`src/hw/pcf_pkg.sv`:
```
// Purpose: Shared constants and types of the port pin function block
// Assumes: Byte-wide register port, printed byte offsets used as is
// Notes:   Port index order C F G J K L M N P R T U V W X Z
package pcf_pkg;

  // ****************************************************************
  // Port indices and sizes
  // ****************************************************************
  localparam int NUM_PORTS = 16;
  localparam int NUM_DRV   = 12;
  localparam int IDX_C     = 0;
  localparam int IDX_F     = 1;
  localparam int IDX_G     = 2;
  localparam int IDX_N     = 7;
  localparam int IDX_P     = 8;
  localparam int IDX_U     = 11;
  localparam int IDX_V     = 12;
  localparam int IDX_X     = 14;
  localparam int DRV_C     = 10;
  localparam int DRV_F     = 11;

  typedef logic [NUM_PORTS-1:0][7:0] pcf_port_bytes_t;
  typedef logic [NUM_DRV-1:0][7:0]   pcf_drv_bytes_t;

  // Pin drive pair, also used for peripheral requests
  typedef struct packed {
    logic [7:0] o;
    logic [7:0] oe;
  } pcf_pin_t;

  typedef pcf_pin_t [NUM_PORTS-1:0] pcf_pins_t;

  // ****************************************************************
  // Register offsets, listed from port Z down to port C
  // ****************************************************************
  localparam pcf_port_bytes_t DATA_OFS = {
    8'h68, 8'hB0, 8'hAC, 8'hA8, 8'hA4, 8'hA0, 8'h64, 8'h60,
    8'h5C, 8'h58, 8'h54, 8'h50, 8'h4C, 8'h40, 8'h3C, 8'h30};
  localparam pcf_port_bytes_t DIR_OFS = {
    8'h6A, 8'hB2, 8'hAE, 8'hAA, 8'hA6, 8'hA2, 8'h66, 8'h62,
    8'h5E, 8'h00, 8'h00, 8'h00, 8'h4E, 8'h00, 8'h3E, 8'h32};
  localparam pcf_port_bytes_t FUNC_OFS = {
    8'h00, 8'hB3, 8'hAF, 8'hAB, 8'hA7, 8'hA3, 8'h67, 8'h63,
    8'h5F, 8'h5B, 8'h57, 8'h53, 8'h4F, 8'h43, 8'h3F, 8'h33};
  localparam pcf_drv_bytes_t DRV_OFS = {
    8'h8F, 8'h8C, 8'h8A, 8'h89, 8'h88, 8'h87, 8'h86, 8'h85,
    8'h84, 8'h83, 8'h82, 8'h81};
  localparam logic [7:0] KEY_EN_OFS = 8'h2B;
  localparam logic [7:0] P9_TYPE_OFS = 8'h25;

  // ****************************************************************
  // Implemented bits; a zero mask means no such register
  // ****************************************************************
  localparam pcf_port_bytes_t DIR_MASK = {
    8'hFF, 8'hA0, 8'hFF, 8'hC7, 8'hFF, 8'hFF, 8'h0F, 8'h3E,
    8'hFF, 8'h00, 8'h00, 8'h00, 8'h60, 8'h00, 8'h3F, 8'hFF};
  localparam pcf_port_bytes_t FUNC_MASK = {
    8'h00, 8'h30, 8'h00, 8'hC1, 8'hFF, 8'hFF, 8'h0F, 8'hFE,
    8'hFF, 8'h86, 8'hFF, 8'hFF, 8'hFF, 8'h08, 8'hBF, 8'hFF};
  localparam pcf_drv_bytes_t DRV_MASK = {
    8'hBF, 8'hFF, 8'hFF, 8'hC7, 8'hFF, 8'h7F, 8'hFF, 8'hFF,
    8'hFF, 8'hFF, 8'hFF, 8'hFF};
  localparam logic [7:0] P9_TYPE_MASK = 8'h01;

  // ****************************************************************
  // Reset values
  // ****************************************************************
  localparam logic [7:0] DIR_RST = 8'h00;
  localparam logic [7:0] LATCH_RST = 8'h00;
  localparam logic [7:0] KEY_EN_RST = 8'h00;
  localparam logic [7:0] P9_TYPE_RST = 8'h00;
  localparam pcf_port_bytes_t FUNC_RST = {
    8'h00, 8'h00, 8'h00, 8'h00, 8'h00, 8'h00, 8'h00, 8'h00,
    8'h00, 8'h00, 8'h00, 8'h00, 8'h00, 8'h00, 8'h80, 8'h00};
  localparam pcf_drv_bytes_t DRV_RST = DRV_MASK;

  // Bit positions with special meaning
  localparam int BIT_C_KEY_SCAN = 7;
  localparam int BIT_G_TRIGGER  = 3;
  localparam int BIT_U_LCD21    = 5;
  localparam int BIT_V_SER_CLK  = 0;
  localparam int BIT_X_CLK_OUT  = 4;
  localparam logic [7:0] P_DIR_GATED = 8'h38;

endpackage

```
`src/hw/pcf_pin_cell.sv`:
```
// Purpose: One 8-pin port output stage with peripheral override
// Assumes: Inputs synchronous to clk_sys_i
// Notes:   All outputs registered; open drain only pulls low
`timescale 1ns/1ns
module pcf_pin_cell
  import pcf_pkg::*;
(
  input  wire logic       clk_sys_i,
  input  wire logic       resetn_i,
  input  wire logic [7:0] sel_i,
  input  wire logic [7:0] dir_i,
  input  wire logic [7:0] latch_i,
  input  wire logic [7:0] od_i,
  input  wire logic [7:0] hold_off_i,
  input  wire pcf_pin_t   periph_i,
  input  wire logic [7:0] pin_i,
  output logic      [7:0] pin_o,
  output logic      [7:0] pin_oe_o,
  output logic      [7:0] periph_in_o
);

  typedef struct packed {
    logic [7:0] o;
    logic [7:0] oe;
    logic [7:0] in;
  } pcf_cell_st_t;

  pcf_cell_st_t s_q;
  pcf_cell_st_t s_d;

  // ****************************************************************
  // Pin steering
  // ****************************************************************
  always_comb
  begin
    logic [7:0] val;
    logic [7:0] en;
    val = (sel_i & periph_i.o) | (~sel_i & latch_i);
    en  = (sel_i & periph_i.oe) | (~sel_i & dir_i);
    en  = en & ~(od_i & val);
    s_d.o  = val & ~od_i;
    s_d.oe = en & ~hold_off_i;
    s_d.in = pin_i & sel_i;
  end

  always_ff @(posedge clk_sys_i or negedge resetn_i)
  begin
    if (!resetn_i)
      s_q <= '0;
    else
      s_q <= s_d;
  end

  assign pin_o       = s_q.o;
  assign pin_oe_o    = s_q.oe;
  assign periph_in_o = s_q.in;

endmodule

```
`src/hw/pcf_top.sv`:
```
// Purpose: Port direction, function select, output type and standby
//          drive registers steering the general purpose port pins
// Assumes: Plain register port, read data one cycle after read strobe
// Notes:   Direction and function registers read back as zero
`timescale 1ns/1ns
module pcf_top
  import pcf_pkg::*;
(
  input  wire logic                        clk_sys_i,
  input  wire logic                        resetn_i,
  input  wire logic [7:0]                  addr_i,
  input  wire logic [7:0]                  wdata_i,
  input  wire logic                        wr_i,
  input  wire logic                        rd_i,
  output logic      [7:0]                  rdata_o,
  input  wire logic                        standby_i,
  input  wire logic                        sys_clk_out_i,
  input  wire logic                        lcd_div_i,
  input  wire pcf_pins_t                   periph_i,
  input  wire logic [NUM_PORTS-1:0][7:0]   pin_i,
  output logic      [NUM_PORTS-1:0][7:0]   pin_o,
  output logic      [NUM_PORTS-1:0][7:0]   pin_oe_o,
  output logic      [NUM_PORTS-1:0][7:0]   periph_in_o,
  output logic      [7:0]                  key_in_enable_o,
  output logic                             serial0_transmit_od_o,
  output logic      [NUM_DRV-1:0][7:0]     standby_drive_o
);

  // ****************************************************************
  // State
  // ****************************************************************
  typedef struct packed {
    pcf_port_bytes_t dir;
    pcf_port_bytes_t func;
    pcf_port_bytes_t latch;
    pcf_drv_bytes_t  drv;
    logic [7:0]      key_en;
    logic [7:0]      p9_type;
    logic [7:0]      rdata;
  } pcf_state_t;

  pcf_state_t s_q;
  pcf_state_t s_d;

  pcf_port_bytes_t sel;
  pcf_port_bytes_t od;
  pcf_port_bytes_t hold_off;
  pcf_pins_t       per;

  // ****************************************************************
  // Register port: writes and reads
  // ****************************************************************
  // Write-only registers read back as zero, so a read-modify-write of a
  // write-only register would clear settings; software must avoid it
  always_comb
  begin
    s_d = s_q;
    s_d.rdata = 8'h00;
    for (int p = 0; p < NUM_PORTS; p++)
    begin
      if (wr_i && addr_i == DATA_OFS[p])
        s_d.latch[p] = wdata_i;
      if (wr_i && DIR_MASK[p] != 8'h00 && addr_i == DIR_OFS[p])
        s_d.dir[p] = wdata_i & DIR_MASK[p];
      if (wr_i && FUNC_MASK[p] != 8'h00 && addr_i == FUNC_OFS[p])
        s_d.func[p] = wdata_i & FUNC_MASK[p];
      if (rd_i && addr_i == DATA_OFS[p])
        s_d.rdata = pin_i[p];
    end
    for (int d = 0; d < NUM_DRV; d++)
    begin
      if (wr_i && addr_i == DRV_OFS[d])
        s_d.drv[d] = wdata_i & DRV_MASK[d];
      if (rd_i && addr_i == DRV_OFS[d])
        s_d.rdata = s_q.drv[d];
    end
    if (wr_i && addr_i == KEY_EN_OFS)
      s_d.key_en = wdata_i;
    if (wr_i && addr_i == P9_TYPE_OFS)
      s_d.p9_type = wdata_i & P9_TYPE_MASK;
  end

  always_ff @(posedge clk_sys_i or negedge resetn_i)
  begin
    if (!resetn_i)
    begin
      s_q.dir     <= {NUM_PORTS{DIR_RST}};
      s_q.func    <= FUNC_RST;
      s_q.latch   <= {NUM_PORTS{LATCH_RST}};
      s_q.drv     <= DRV_RST;
      s_q.key_en  <= KEY_EN_RST;
      s_q.p9_type <= P9_TYPE_RST;
      s_q.rdata   <= 8'h00;
    end
    else
      s_q <= s_d;
  end

  // ****************************************************************
  // Per-port steering
  // ****************************************************************
  always_comb
  begin
    sel      = s_q.func;
    per      = periph_i;
    od       = '0;
    hold_off = '0;
    // Port N register picks output type, not a peripheral
    sel[IDX_N] = 8'h00;
    od[IDX_N]  = s_q.func[IDX_N];
    od[IDX_C][BIT_C_KEY_SCAN] = s_q.func[IDX_C][BIT_C_KEY_SCAN];
    sel[IDX_U][BIT_U_LCD21] = s_q.func[IDX_U][BIT_U_LCD21]
                            & s_q.dir[IDX_U][BIT_U_LCD21];
    sel[IDX_V][BIT_V_SER_CLK] = s_q.func[IDX_V][BIT_V_SER_CLK]
                              & s_q.dir[IDX_V][BIT_V_SER_CLK];
    // Direction 0 turns timer pins into interrupt inputs
    per[IDX_P].oe = periph_i[IDX_P].oe
                  & (s_q.dir[IDX_P] | ~P_DIR_GATED);
    per[IDX_G].oe[BIT_G_TRIGGER] = 1'b0;
    per[IDX_X].o[BIT_X_CLK_OUT] = s_q.latch[IDX_X][BIT_X_CLK_OUT]
                                ? lcd_div_i : sys_clk_out_i;
    per[IDX_F].oe[7] = 1'b1;
    if (standby_i)
    begin
      hold_off[IDX_C] = ~s_q.drv[DRV_C];
      hold_off[IDX_F] = ~s_q.drv[DRV_F];
    end
  end

  // ****************************************************************
  // Pin stages
  // ****************************************************************
  for (genvar p = 0; p < NUM_PORTS; p++)
  begin : g_port
    pcf_pin_cell u_cell (
      .clk_sys_i   (clk_sys_i),
      .resetn_i    (resetn_i),
      .sel_i       (sel[p]),
      .dir_i       (s_q.dir[p]),
      .latch_i     (s_q.latch[p]),
      .od_i        (od[p]),
      .hold_off_i  (hold_off[p]),
      .periph_i    (per[p]),
      .pin_i       (pin_i[p]),
      .pin_o       (pin_o[p]),
      .pin_oe_o    (pin_oe_o[p]),
      .periph_in_o (periph_in_o[p])
    );
  end

  assign rdata_o               = s_q.rdata;
  assign key_in_enable_o       = s_q.key_en;
  assign serial0_transmit_od_o = s_q.p9_type[0];
  assign standby_drive_o       = s_q.drv;

endmodule

```
`config.mk`:
```
export PLATFORM = sky130hd
export DESIGN_NAME = pcf_top
export DESIGN_NICKNAME = d
export VERILOG_FILES = /design/src/hw/pcf_pkg.sv /design/src/hw/pcf_pin_cell.sv /design/src/hw/pcf_top.sv
export SDC_FILE = /design/constraint.sdc
export NUM_CORES = 1
export LEC_CHECK = 0
export BUFFER_PORTS_ARGS = -buffer_cell sky130_fd_sc_hd__buf_2
export CAP_MARGIN = 40
export CORE_AREA = 2 2 348 350
export CTS_BUF_LIST = sky130_fd_sc_hd__clkbuf_2
export CTS_CLUSTER_SIZE = 28
export DETAILED_ROUTE_END_ITERATION = 16
export DIE_AREA = 0 0 350 352
export PLACE_DENSITY = 0.56
export SLEW_MARGIN = 20
export SYNTH_ARGS = -nofsm -noshare
export SYNTH_HDL_FRONTEND = slang
export SYNTH_SLANG_ARGS = --single-unit
```
`constraint.sdc`:
```
create_clock -name clk_sys_i -period 1.45 [get_ports clk_sys_i]
set_input_delay 0.29 -clock clk_sys_i [delete_from_list [all_inputs] [get_ports clk_sys_i]]
set_output_delay 0.29 -clock clk_sys_i [all_outputs]
set_load 0.03 [all_outputs]
```
== Word level (Yosys, flattened, before mapping) ==
Cells that the tools add are included.
Word-level totals
  logic and storage cells: 387
  output and inout port bits: 497
  register bits: 751
Operators by class
  bitwise gates (word level): 115
  reductions and logical operators: 84
  eq/ne operators: 56
  muxes and demuxes: 30
Operators by type and width (number)
  $and A8 B8 Y8: 57
  $mux W8: 28
  $eq A8 B8 Y1 const B: 26
  $eq A8 B7 Y1 const B: 22
  $or A8 B8 Y8: 22
  $not A8 Y8: 18
  $logic_and A1 B1 Y1: 84
  $eq A8 B6 Y1 const B: 8
  $and A4 B8 Y8: 4
  $and A8 B4 Y8: 3
  $and A8 B6 Y8: 3
  $and A6 B8 Y8: 2
  $mux W16: 1
  $not A4 Y8: 2
  $and A8 B7 Y8: 1
  $not A6 Y8: 1
  $and A1 B1 Y1: 2
  $mux W1: 1

== Logic depth before layout (Yosys ltp) ==
Gate-level depths: netlist (run 1).
  depth in word-level cells: 30
  depth in mapped cells: 11

== Hierarchy ==
Synthesis (run 1) repeated with hierarchy kept, for this count alone.
Second synthesis, totals
  cells, all modules: 2771
  area, all modules: 34419.3 µm²
By module, submodules not included
  pcf_top: area each 18403.9 µm², sequential area each 9899.5 µm², times used 1, cells an instance 1491
  pcf_pin_cell: area each 1001.0 µm², sequential area each 600.6 µm², times used 16, cells an instance 80

== Worst setup path after synthesis (run 1) ==
No wires, ideal clock.
  path kind: input to register
  from: input port addr_i[2]
  to: register s_q, in the netlist rdata_o[1]
  stages on the path: 9
  required time: 1324 ps
  arrival: 1848 ps
  path slack: -524 ps
  setup time: 126 ps
  cells stage by stage: buf_2 buf_6 buf_2 buf_2 mux2i_1 nand2_1 a221oi_1 o311ai_1 a221o_1
RTL lines
  from (decl): RTL line pcf_top.sv:11  | input wire logic [7:0] addr_i,
  to (decl): RTL line pcf_top.sv:42  | pcf_state_t s_q;

== Final worst setup path (run 1) ==
  from: register s_q, in the netlist standby_drive_o[33]
  to: output port standby_drive_o[33] (netlist name)
RTL lines
  to (decl): RTL line pcf_top.sv:26  | output logic [NUM_DRV-1:0][7:0] standby_drive_o
No word-level cell between the ends.

==> results of run 1 <==
## critical path: stages (launching register included)
cell     delay (ns)
dfstp_2        0.55
buf_6          0.12
buf_6          0.13
## layout make-up
type / count / area (um2) / area share
Antenna cell: 29 / 72.57 / 0.001427
Sequential cell: 695 / 17530 / 0.3446
Timing Repair Buffer: 1943 / 18370 / 0.3612
Multi-Input combinational cell: 1188 / 11010 / 0.2164
Inverter: 31 / 117.6 / 0.002312
Clock inverter: 66 / 449.2 / 0.008831
Clock buffer: 260 / 1301 / 0.02558
Tap cell: 1612 / 2017 / 0.03965
## sequential cells by signal, summed over array words and instances, names as in the netlist
| name | cells |
|---|---|
| g_port.u_cell.pin_oe_o | 101 |
| s_q | 274 |
| rdata_o | 8 |
| g_port.u_cell.pin_o | 128 |
| od | 9 |
| standby_drive_o | 91 |
| g_port.u_cell.periph_in_o | 75 |
| serial0_transmit_od_o | 1 |
| key_in_enable_o | 8 |
## what timing repair did
action / 4_1_cts / 5_1_grt
gates resized for setup: 908 / 52
endpoints found under the setup margin: 419 / 748
pin swaps: 24 / 25
setup buffers: 98 / 28
cloned: 0 / 1
endpoints found under the hold margin: 1309 / 374
hold buffers: 772 / 14
## how the worst min path moves through the flow
stage | start | endpoint | slack [ns] | cells after the start
finish | addr_i[4] | rdata_o[4] | 0.10 | 8
global route | addr_i[4] | rdata_o[4] | -0.03 | 8
CTS | addr_i[3] | rdata_o[1] | 0.005 | 8
detailed placement | resetn_i | g_port[6].u_cell.pin_o[1] | 0.17 | 1
global placement | resetn_i | g_port[5].u_cell.pin_oe_o[2] | 0.18 | 1
floorplan | resetn_i | g_port[0].u_cell.periph_in_o[0] | -0.006 | 0
## layer usage
metal / track usage / up-vias
met4: 0.1079 / 36
met3: 0.07488 / 313
li1: - / 11263
met5: 0 / -
met1: 0.3031 / 13298
met2: 0.3792 / 1181
## through the flow
stage | setup WS [ns] | hold slack [ns] | setup TNS (ns)
3_3_place_gp | -1.194 | 0.1816 | -245.20
5_1_grt | -1.410 | -0.02818 | -538.63
4_1_cts | -1.477 | 0.005246 | -525.05
6_report | -1.199 | 0.1032 | -483.01
2_1_floorplan | -0.4630 | -0.005591 | -87.73
3_5_place_dp | -1.154 | 0.1694 | -244.88
## power by group through the flow
stage | clock network [mW] | logic (mW) | registers, mW
2_1_floorplan | 0 | 2.42 | 21.9
3_3_place_gp | 0 | 5.74 | 21.3
3_5_place_dp | 0 | 5.80 | 21.3
4_1_cts | 15.2 | 8.49 | 21.0
5_1_grt | 16.3 | 9.10 | 21.2
6_report | 14.8 | 8.67 | 21.1
## cell usage in the layout (no fill, tap or decap), drive strengths merged, types with 12 or more instances in the layout
cell / Yosys / final
nor2: 35 / 35
and3: 13 / 13
buf: 233 / 1178
a221oi: 12 / 12
nor3: 26 / 26
o211ai: 12 / 12
mux2: 482 / 482
diode: 0 / 29
clkinv: 3 / 54
and2: 107 / 107
dfrtp: 603 / 603
o21ai: 28 / 28
nand3: 27 / 27
a21boi: 14 / 14
inv: 28 / 38
a21oi: 47 / 47
a22oi: 16 / 16
dlygate4sd3: 0 / 760
dfstp: 92 / 92
clkbuf: 61 / 261
nand2: 64 / 64
o22ai: 17 / 17
conb: 1 / 85
nor2b: 14 / 14
mux2i: 21 / 21
## kinds of logic after synthesis
group	count (synthesis)	synth area share
other	1	0.0001288
XOR/XNOR	1	0.0003010
flip-flops	695	0.6015
AO/OA/AOI/OAI	226	0.05451
multiplexers	505	0.1952
AND/OR/NAND/NOR	371	0.07884
buffers and inverters	325	0.06951
==> results.json, run 1 <==
{
  "ant_nets": 0,
  "rrSetupSlack_ns": -0.44,
  "dp.cells": 4576,
  "arrival_ns": 2.36,
  "cp-endpoint": "standby_drive_o[33]",
  "total_power_mw": 44.55,
  "cts_buffers": 185,
  "grt_overflow_total": 0,
  "hpwl_mm": 105.1,
  "crit_start": "standby_drive_o[33]",
  "maxSlewHeadroom": 0.2822,
  "fp.dieW_um": 350,
  "routed-via-count": 26091,
  "finalHoldViolations": 0,
  "place_area_mm2": 0.03723,
  "r2r_end": "rdata_o[1]",
  "fin_crit_sh": 1.827,
  "synth_async_sr_flop_share": 1.000,
  "slew_viol_final": 0,
  "required_ns": 1.16,
  "powerDensity_mw_per_mm2": 875.9,
  "fin_cells": 5824,
  "ff2ff_path_depth": 8,
  "final_design_area_no_fill_mm2": 0.05086,
  "fin_ws_ns": -1.199,
  "antenna_found_initial": 53,
  "die_height_um": 352,
  "rr_startpoint": "standby_drive_o[17]",
  "pwr-share-seq": 0.473,
  "ys.flop_type": "dfrtp_1",
  "grt_max_degree": 64,
  "cts-root-buf": "clkbuf_2",
  "grt_pass1_vias": 28386,
  "min_period_ns": 2.649,
  "viasPerCell": 4.480,
  "yosys_register_bits": 695,
  "end_kind": "output port",
  "ys.warnings.count": 0,
  "worstPathMaxFanout": 2,
  "fillCellCount": 10827,
  "crit_type": "register to output port",
  "htreeDepth": 4,
  "routed_wl_mm": 151.1,
  "finClkSkew_ns": 0.06850,
  "synth_most_common_cell": "dfrtp_1",
  "netlist_area_mm2": 0.02911,
  "outcome": "complete, but fails checks",
  "p_clk_frac": 0.332,
  "final_nets": 4451,
  "p_leak_nw": 25.06,
  "sw_frac_of_total": 0.3182,
  "start_util": 0.2439,
  "synth_common_cells": "dfrtp_1 (603), mux2_2 (482), buf_4 (199), and2_1 (107), dfstp_2 (92)",
  "drtIter0Drc": 1715,
  "drt-wirelength-per-cell_um": 25.94,
  "cts_max_path_buffers": 3,
  "cts_tree": "built",
  "clk_pin_slew_ns": 0.11,
  "pin_count": 904,
  "drive_above_1_share": 0.5228,
  "synthCells": 2124,
  "ir_drop_v": 0.0006178,
  "worst_pin_slew_ns": 1.077,
  "die-area_mm2": 0.1232,
  "drv_cap": 0,
  "syn_to_final_growth_pct": 74.75,
  "port-buffer-count": 709,
  "rows": 127,
  "routed.top_layer": "met5",
  "syn-mean-instance-area_um2": 13.70,
  "synth_area_leaders": "dfrtp_1 (52%), mux2_2 (19%), dfstp_2 (8.3%)",
  "core_area_mm2": 0.1193,
  "drc": 0,
  "fmax_mhz": 377.5,
  "hold_path_class": "primary input to register",
  "yosysTopAreaCell": "dfrtp_1",
  "fin_util": 0.4262,
  "p_comb_frac": 0.195,
  "p_int_mw": 30.38,
  "finalSetupViolCount": 784,
  "worstSkewPairLatency_ns": 1.57,
  "synth_edf_count": 0,
  "grt.total_usage": 0.2414,
  "cp-start-kind": "register",
  "yosys.area.top_type_share": 0.5184,
  "cts.sinks": 695,
  "met1_length_mm": 62.99,
  "p_sw_mw": 14.18,
  "violations": "setup timing",
  "dr_wl_met2_mm": 69.67,
  "dr_wl_met3_mm": 12.03,
  "rsz0062_at_grt": "true",
  "drt-pass1-iter-count": 7,
  "synth-seq-area-share": 0.6015,
  "grt_pass1_wl_mm": 210.3,
  "ys_types": 85,
  "gp_congestion": 0.9261
}
No activity file was read; power rests on OpenSTA's default activity.
==> inputs of run 2 (changes only) <==
CORE_AREA = 2 2 351 353   (was 2 2 348 350)
DIE_AREA = 0 0 353 355   (was 0 0 350 352)
PLACE_DENSITY = 0.55   (was 0.56)
==> results.json, run 2 (synthesized netlist as in run 1, its figures left out) <==
{
  "gp_congestion": 0.9046,
  "required_ns": 1.16,
  "cts_max_path_buffers": 3,
  "violations": "setup timing",
  "crit_slowest_cell": "dfstp_2",
  "cp_cell_sequence": "buf_6, buf_6",
  "cts_tree": "built",
  "final_design_area_no_fill_mm2": 0.05096,
  "powerDensity_mw_per_mm2": 867.4,
  "fp.dieW_um": 353,
  "crit_path_frequent_cell": "buf_6",
  "place_area_mm2": 0.03756,
  "pin_count": 904,
  "drive_above_1_share": 0.5265,
  "final_cell_mix": "dlygate4sd3_1 (744), dfrtp_1 (597), buf_6 (425), mux2_2 (401), buf_4 (381)",
  "grt_pass1_wl_mm": 211.8,
  "slew_viol_final": 0,
  "p_comb_frac": 0.197,
  "rrSetupSlack_ns": -0.32,
  "ff2ff_path_depth": 8,
  "viasPerCell": 4.479,
  "ir_drop_v": 0.0006291,
  "drc": 0,
  "holdPathStages": 4,
  "regMostFlops": "s_q",
  "drt-wirelength-per-cell_um": 25.99,
  "finalSetupViolCount": 434,
  "final_nets": 4450,
  "clk_pin_slew_ns": 0.11,
  "fin_ws_ns": -1.221,
  "r2r_end": "rdata_o[1]",
  "crit_path_max_incr_delay_ns": 0.56,
  "rr_startpoint": "standby_drive_o[17]",
  "worstPathMaxFanout": 2,
  "min_period_ns": 2.671,
  "ant_nets": 0,
  "routed-via-count": 26101,
  "hold_path_class": "primary input to register",
  "sw_frac_of_total": 0.3169,
  "finalSetupTns_ns": -396.88,
  "fin_crit_sh": 1.842,
  "crit_type": "register to output port",
  "outcome": "complete, but fails checks",
  "grt_pass1_vias": 28144,
  "cts_buffers": 187,
  "p_clk_frac": 0.326,
  "drt-pass1-iter-count": 5,
  "drv_cap": 0,
  "worst_pin_slew_ns": 1.075,
  "antenna_found_initial": 40,
  "p_sw_mw": 14.01,
  "maxSlewHeadroom": 0.2832,
  "worstSkewPairLatency_ns": 1.59,
  "core_area_mm2": 0.1214,
  "rows": 128,
  "cp-start-kind": "register",
  "dp.cells": 4605,
  "crit_start": "standby_drive_o[53]",
  "grt.total_usage": 0.2382,
  "pwr-share-seq": 0.477,
  "start_util": 0.2398,
  "fin_cells": 5828,
  "largest_reg_flops": 274,
  "routed_wl_mm": 151.5,
  "htreeDepth": 4,
  "grt_overflow_total": 0,
  "p_leak_nw": 25.07,
  "cp-endpoint": "standby_drive_o[53]",
  "cts-root-buf": "clkbuf_2",
  "end_kind": "output port",
  "p_int_mw": 30.19,
  "finClkSkew_ns": 0.1306,
  "drtIter0Drc": 1535,
  "cts.sinks": 695,
  "port-buffer-count": 709,
  "syn_to_final_growth_pct": 75.07,
  "die-area_mm2": 0.1253,
  "layout_commonest_cell": "dlygate4sd3_1",
  "arrival_ns": 2.38,
  "hpwl_mm": 107.6,
  "finalHoldViolations": 0,
  "die_height_um": 355,
  "fmax_mhz": 374.4,
  "grt_max_degree": 90,
  "rsz0062_at_grt": "true"
}
[run 2: cell count changes in the layout (fill, tap and decap cells not counted), sizes merged, moves of 3 or more]
cell | before | now
buf | 1178 | 1195
clkinv | 54 | 44
clkbuf | 261 | 274
dlygate4sd3 | 760 | 744
dlymetal6s4s | 4 | 1
diode | 29 | 21
[run 2: worst max-delay path, delay by kind of cell (launching register included)]
family | cells | cell delay (ns)
buffers and inverters | 2 | 0.22
DFF | 1 | 0.56
[run 2: timing repair]
| action | CTS | global route |
|---|---|---|
| endpoints found under the hold margin | 1309 | 365 |
| endpoints found under the setup margin | 418 | 574 |
| hold buffers | 757 | 3 |
| resized for setup | 896 | 59 |
| pin swaps | 16 | 31 |
| buffers inserted | 96 | 35 |
| gates cloned | 0 | 0 |
[run 2: per-stage QoR]
step                total power [mW]  hold slack (ns)  setup slack (ns)    util
floorplan                      24.35        -0.005591           -0.4630       -
global placement               27.22           0.1671            -1.239  0.3089
detailed placement             27.29           0.1636            -1.216  0.3094
CTS                            44.36        0.0003370            -1.461  0.4158
global route                   46.29         -0.05896            -1.462  0.4195
finish                         44.20          0.09661            -1.221  0.4198
[run 2: power by group through the flow]
stage | Combinational [mW] | Clock, mW | Sequential [mW]
2_1_floorplan | 2.42 | 0 | 21.9
3_3_place_gp | 5.85 | 0 | 21.4
3_5_place_dp | 5.91 | 0 | 21.4
4_1_cts | 8.53 | 14.8 | 21.1
5_1_grt | 9.11 | 16.0 | 21.2
6_report | 8.69 | 14.4 | 21.1
[run 2: layout make-up]
class                      count  area (um2)
timing repair buffer        1940       18460
inverter                      31       117.6
multi-input combinational   1188       11060
antenna                       21       52.55
clock inverter                54       344.1
sequential                   695       17510
tap                         1625        2033
clock buffer                 274        1371
fill                       11103       70440
[run 2: layer usage]
layer  vias to the layer above  share of wire  track usage
li1                      11271              -            -
met1                     13332           0.42       0.3051
met2                      1176           0.47       0.3844
met3                       296          0.071      0.06528
met4                        26          0.037      0.08774
met5                         -         0.0010            0
[run 2: worst min path at each step]
stage / start / endpoint / slack [ns]
3_5_place_dp: resetn_i / g_port[5].u_cell.pin_oe_o[1] / 0.16
5_1_grt: periph_i[59] / g_port[3].u_cell.pin_o[3] / -0.06
4_1_cts: pin_i[90] / g_port[11].u_cell.periph_in_o[2] / 0.0003
6_report: periph_i[59] / g_port[3].u_cell.pin_o[3] / 0.1
3_3_place_gp: resetn_i / g_port[5].u_cell.pin_oe_o[1] / 0.17
2_1_floorplan: resetn_i / g_port[0].u_cell.periph_in_o[0] / -0.006
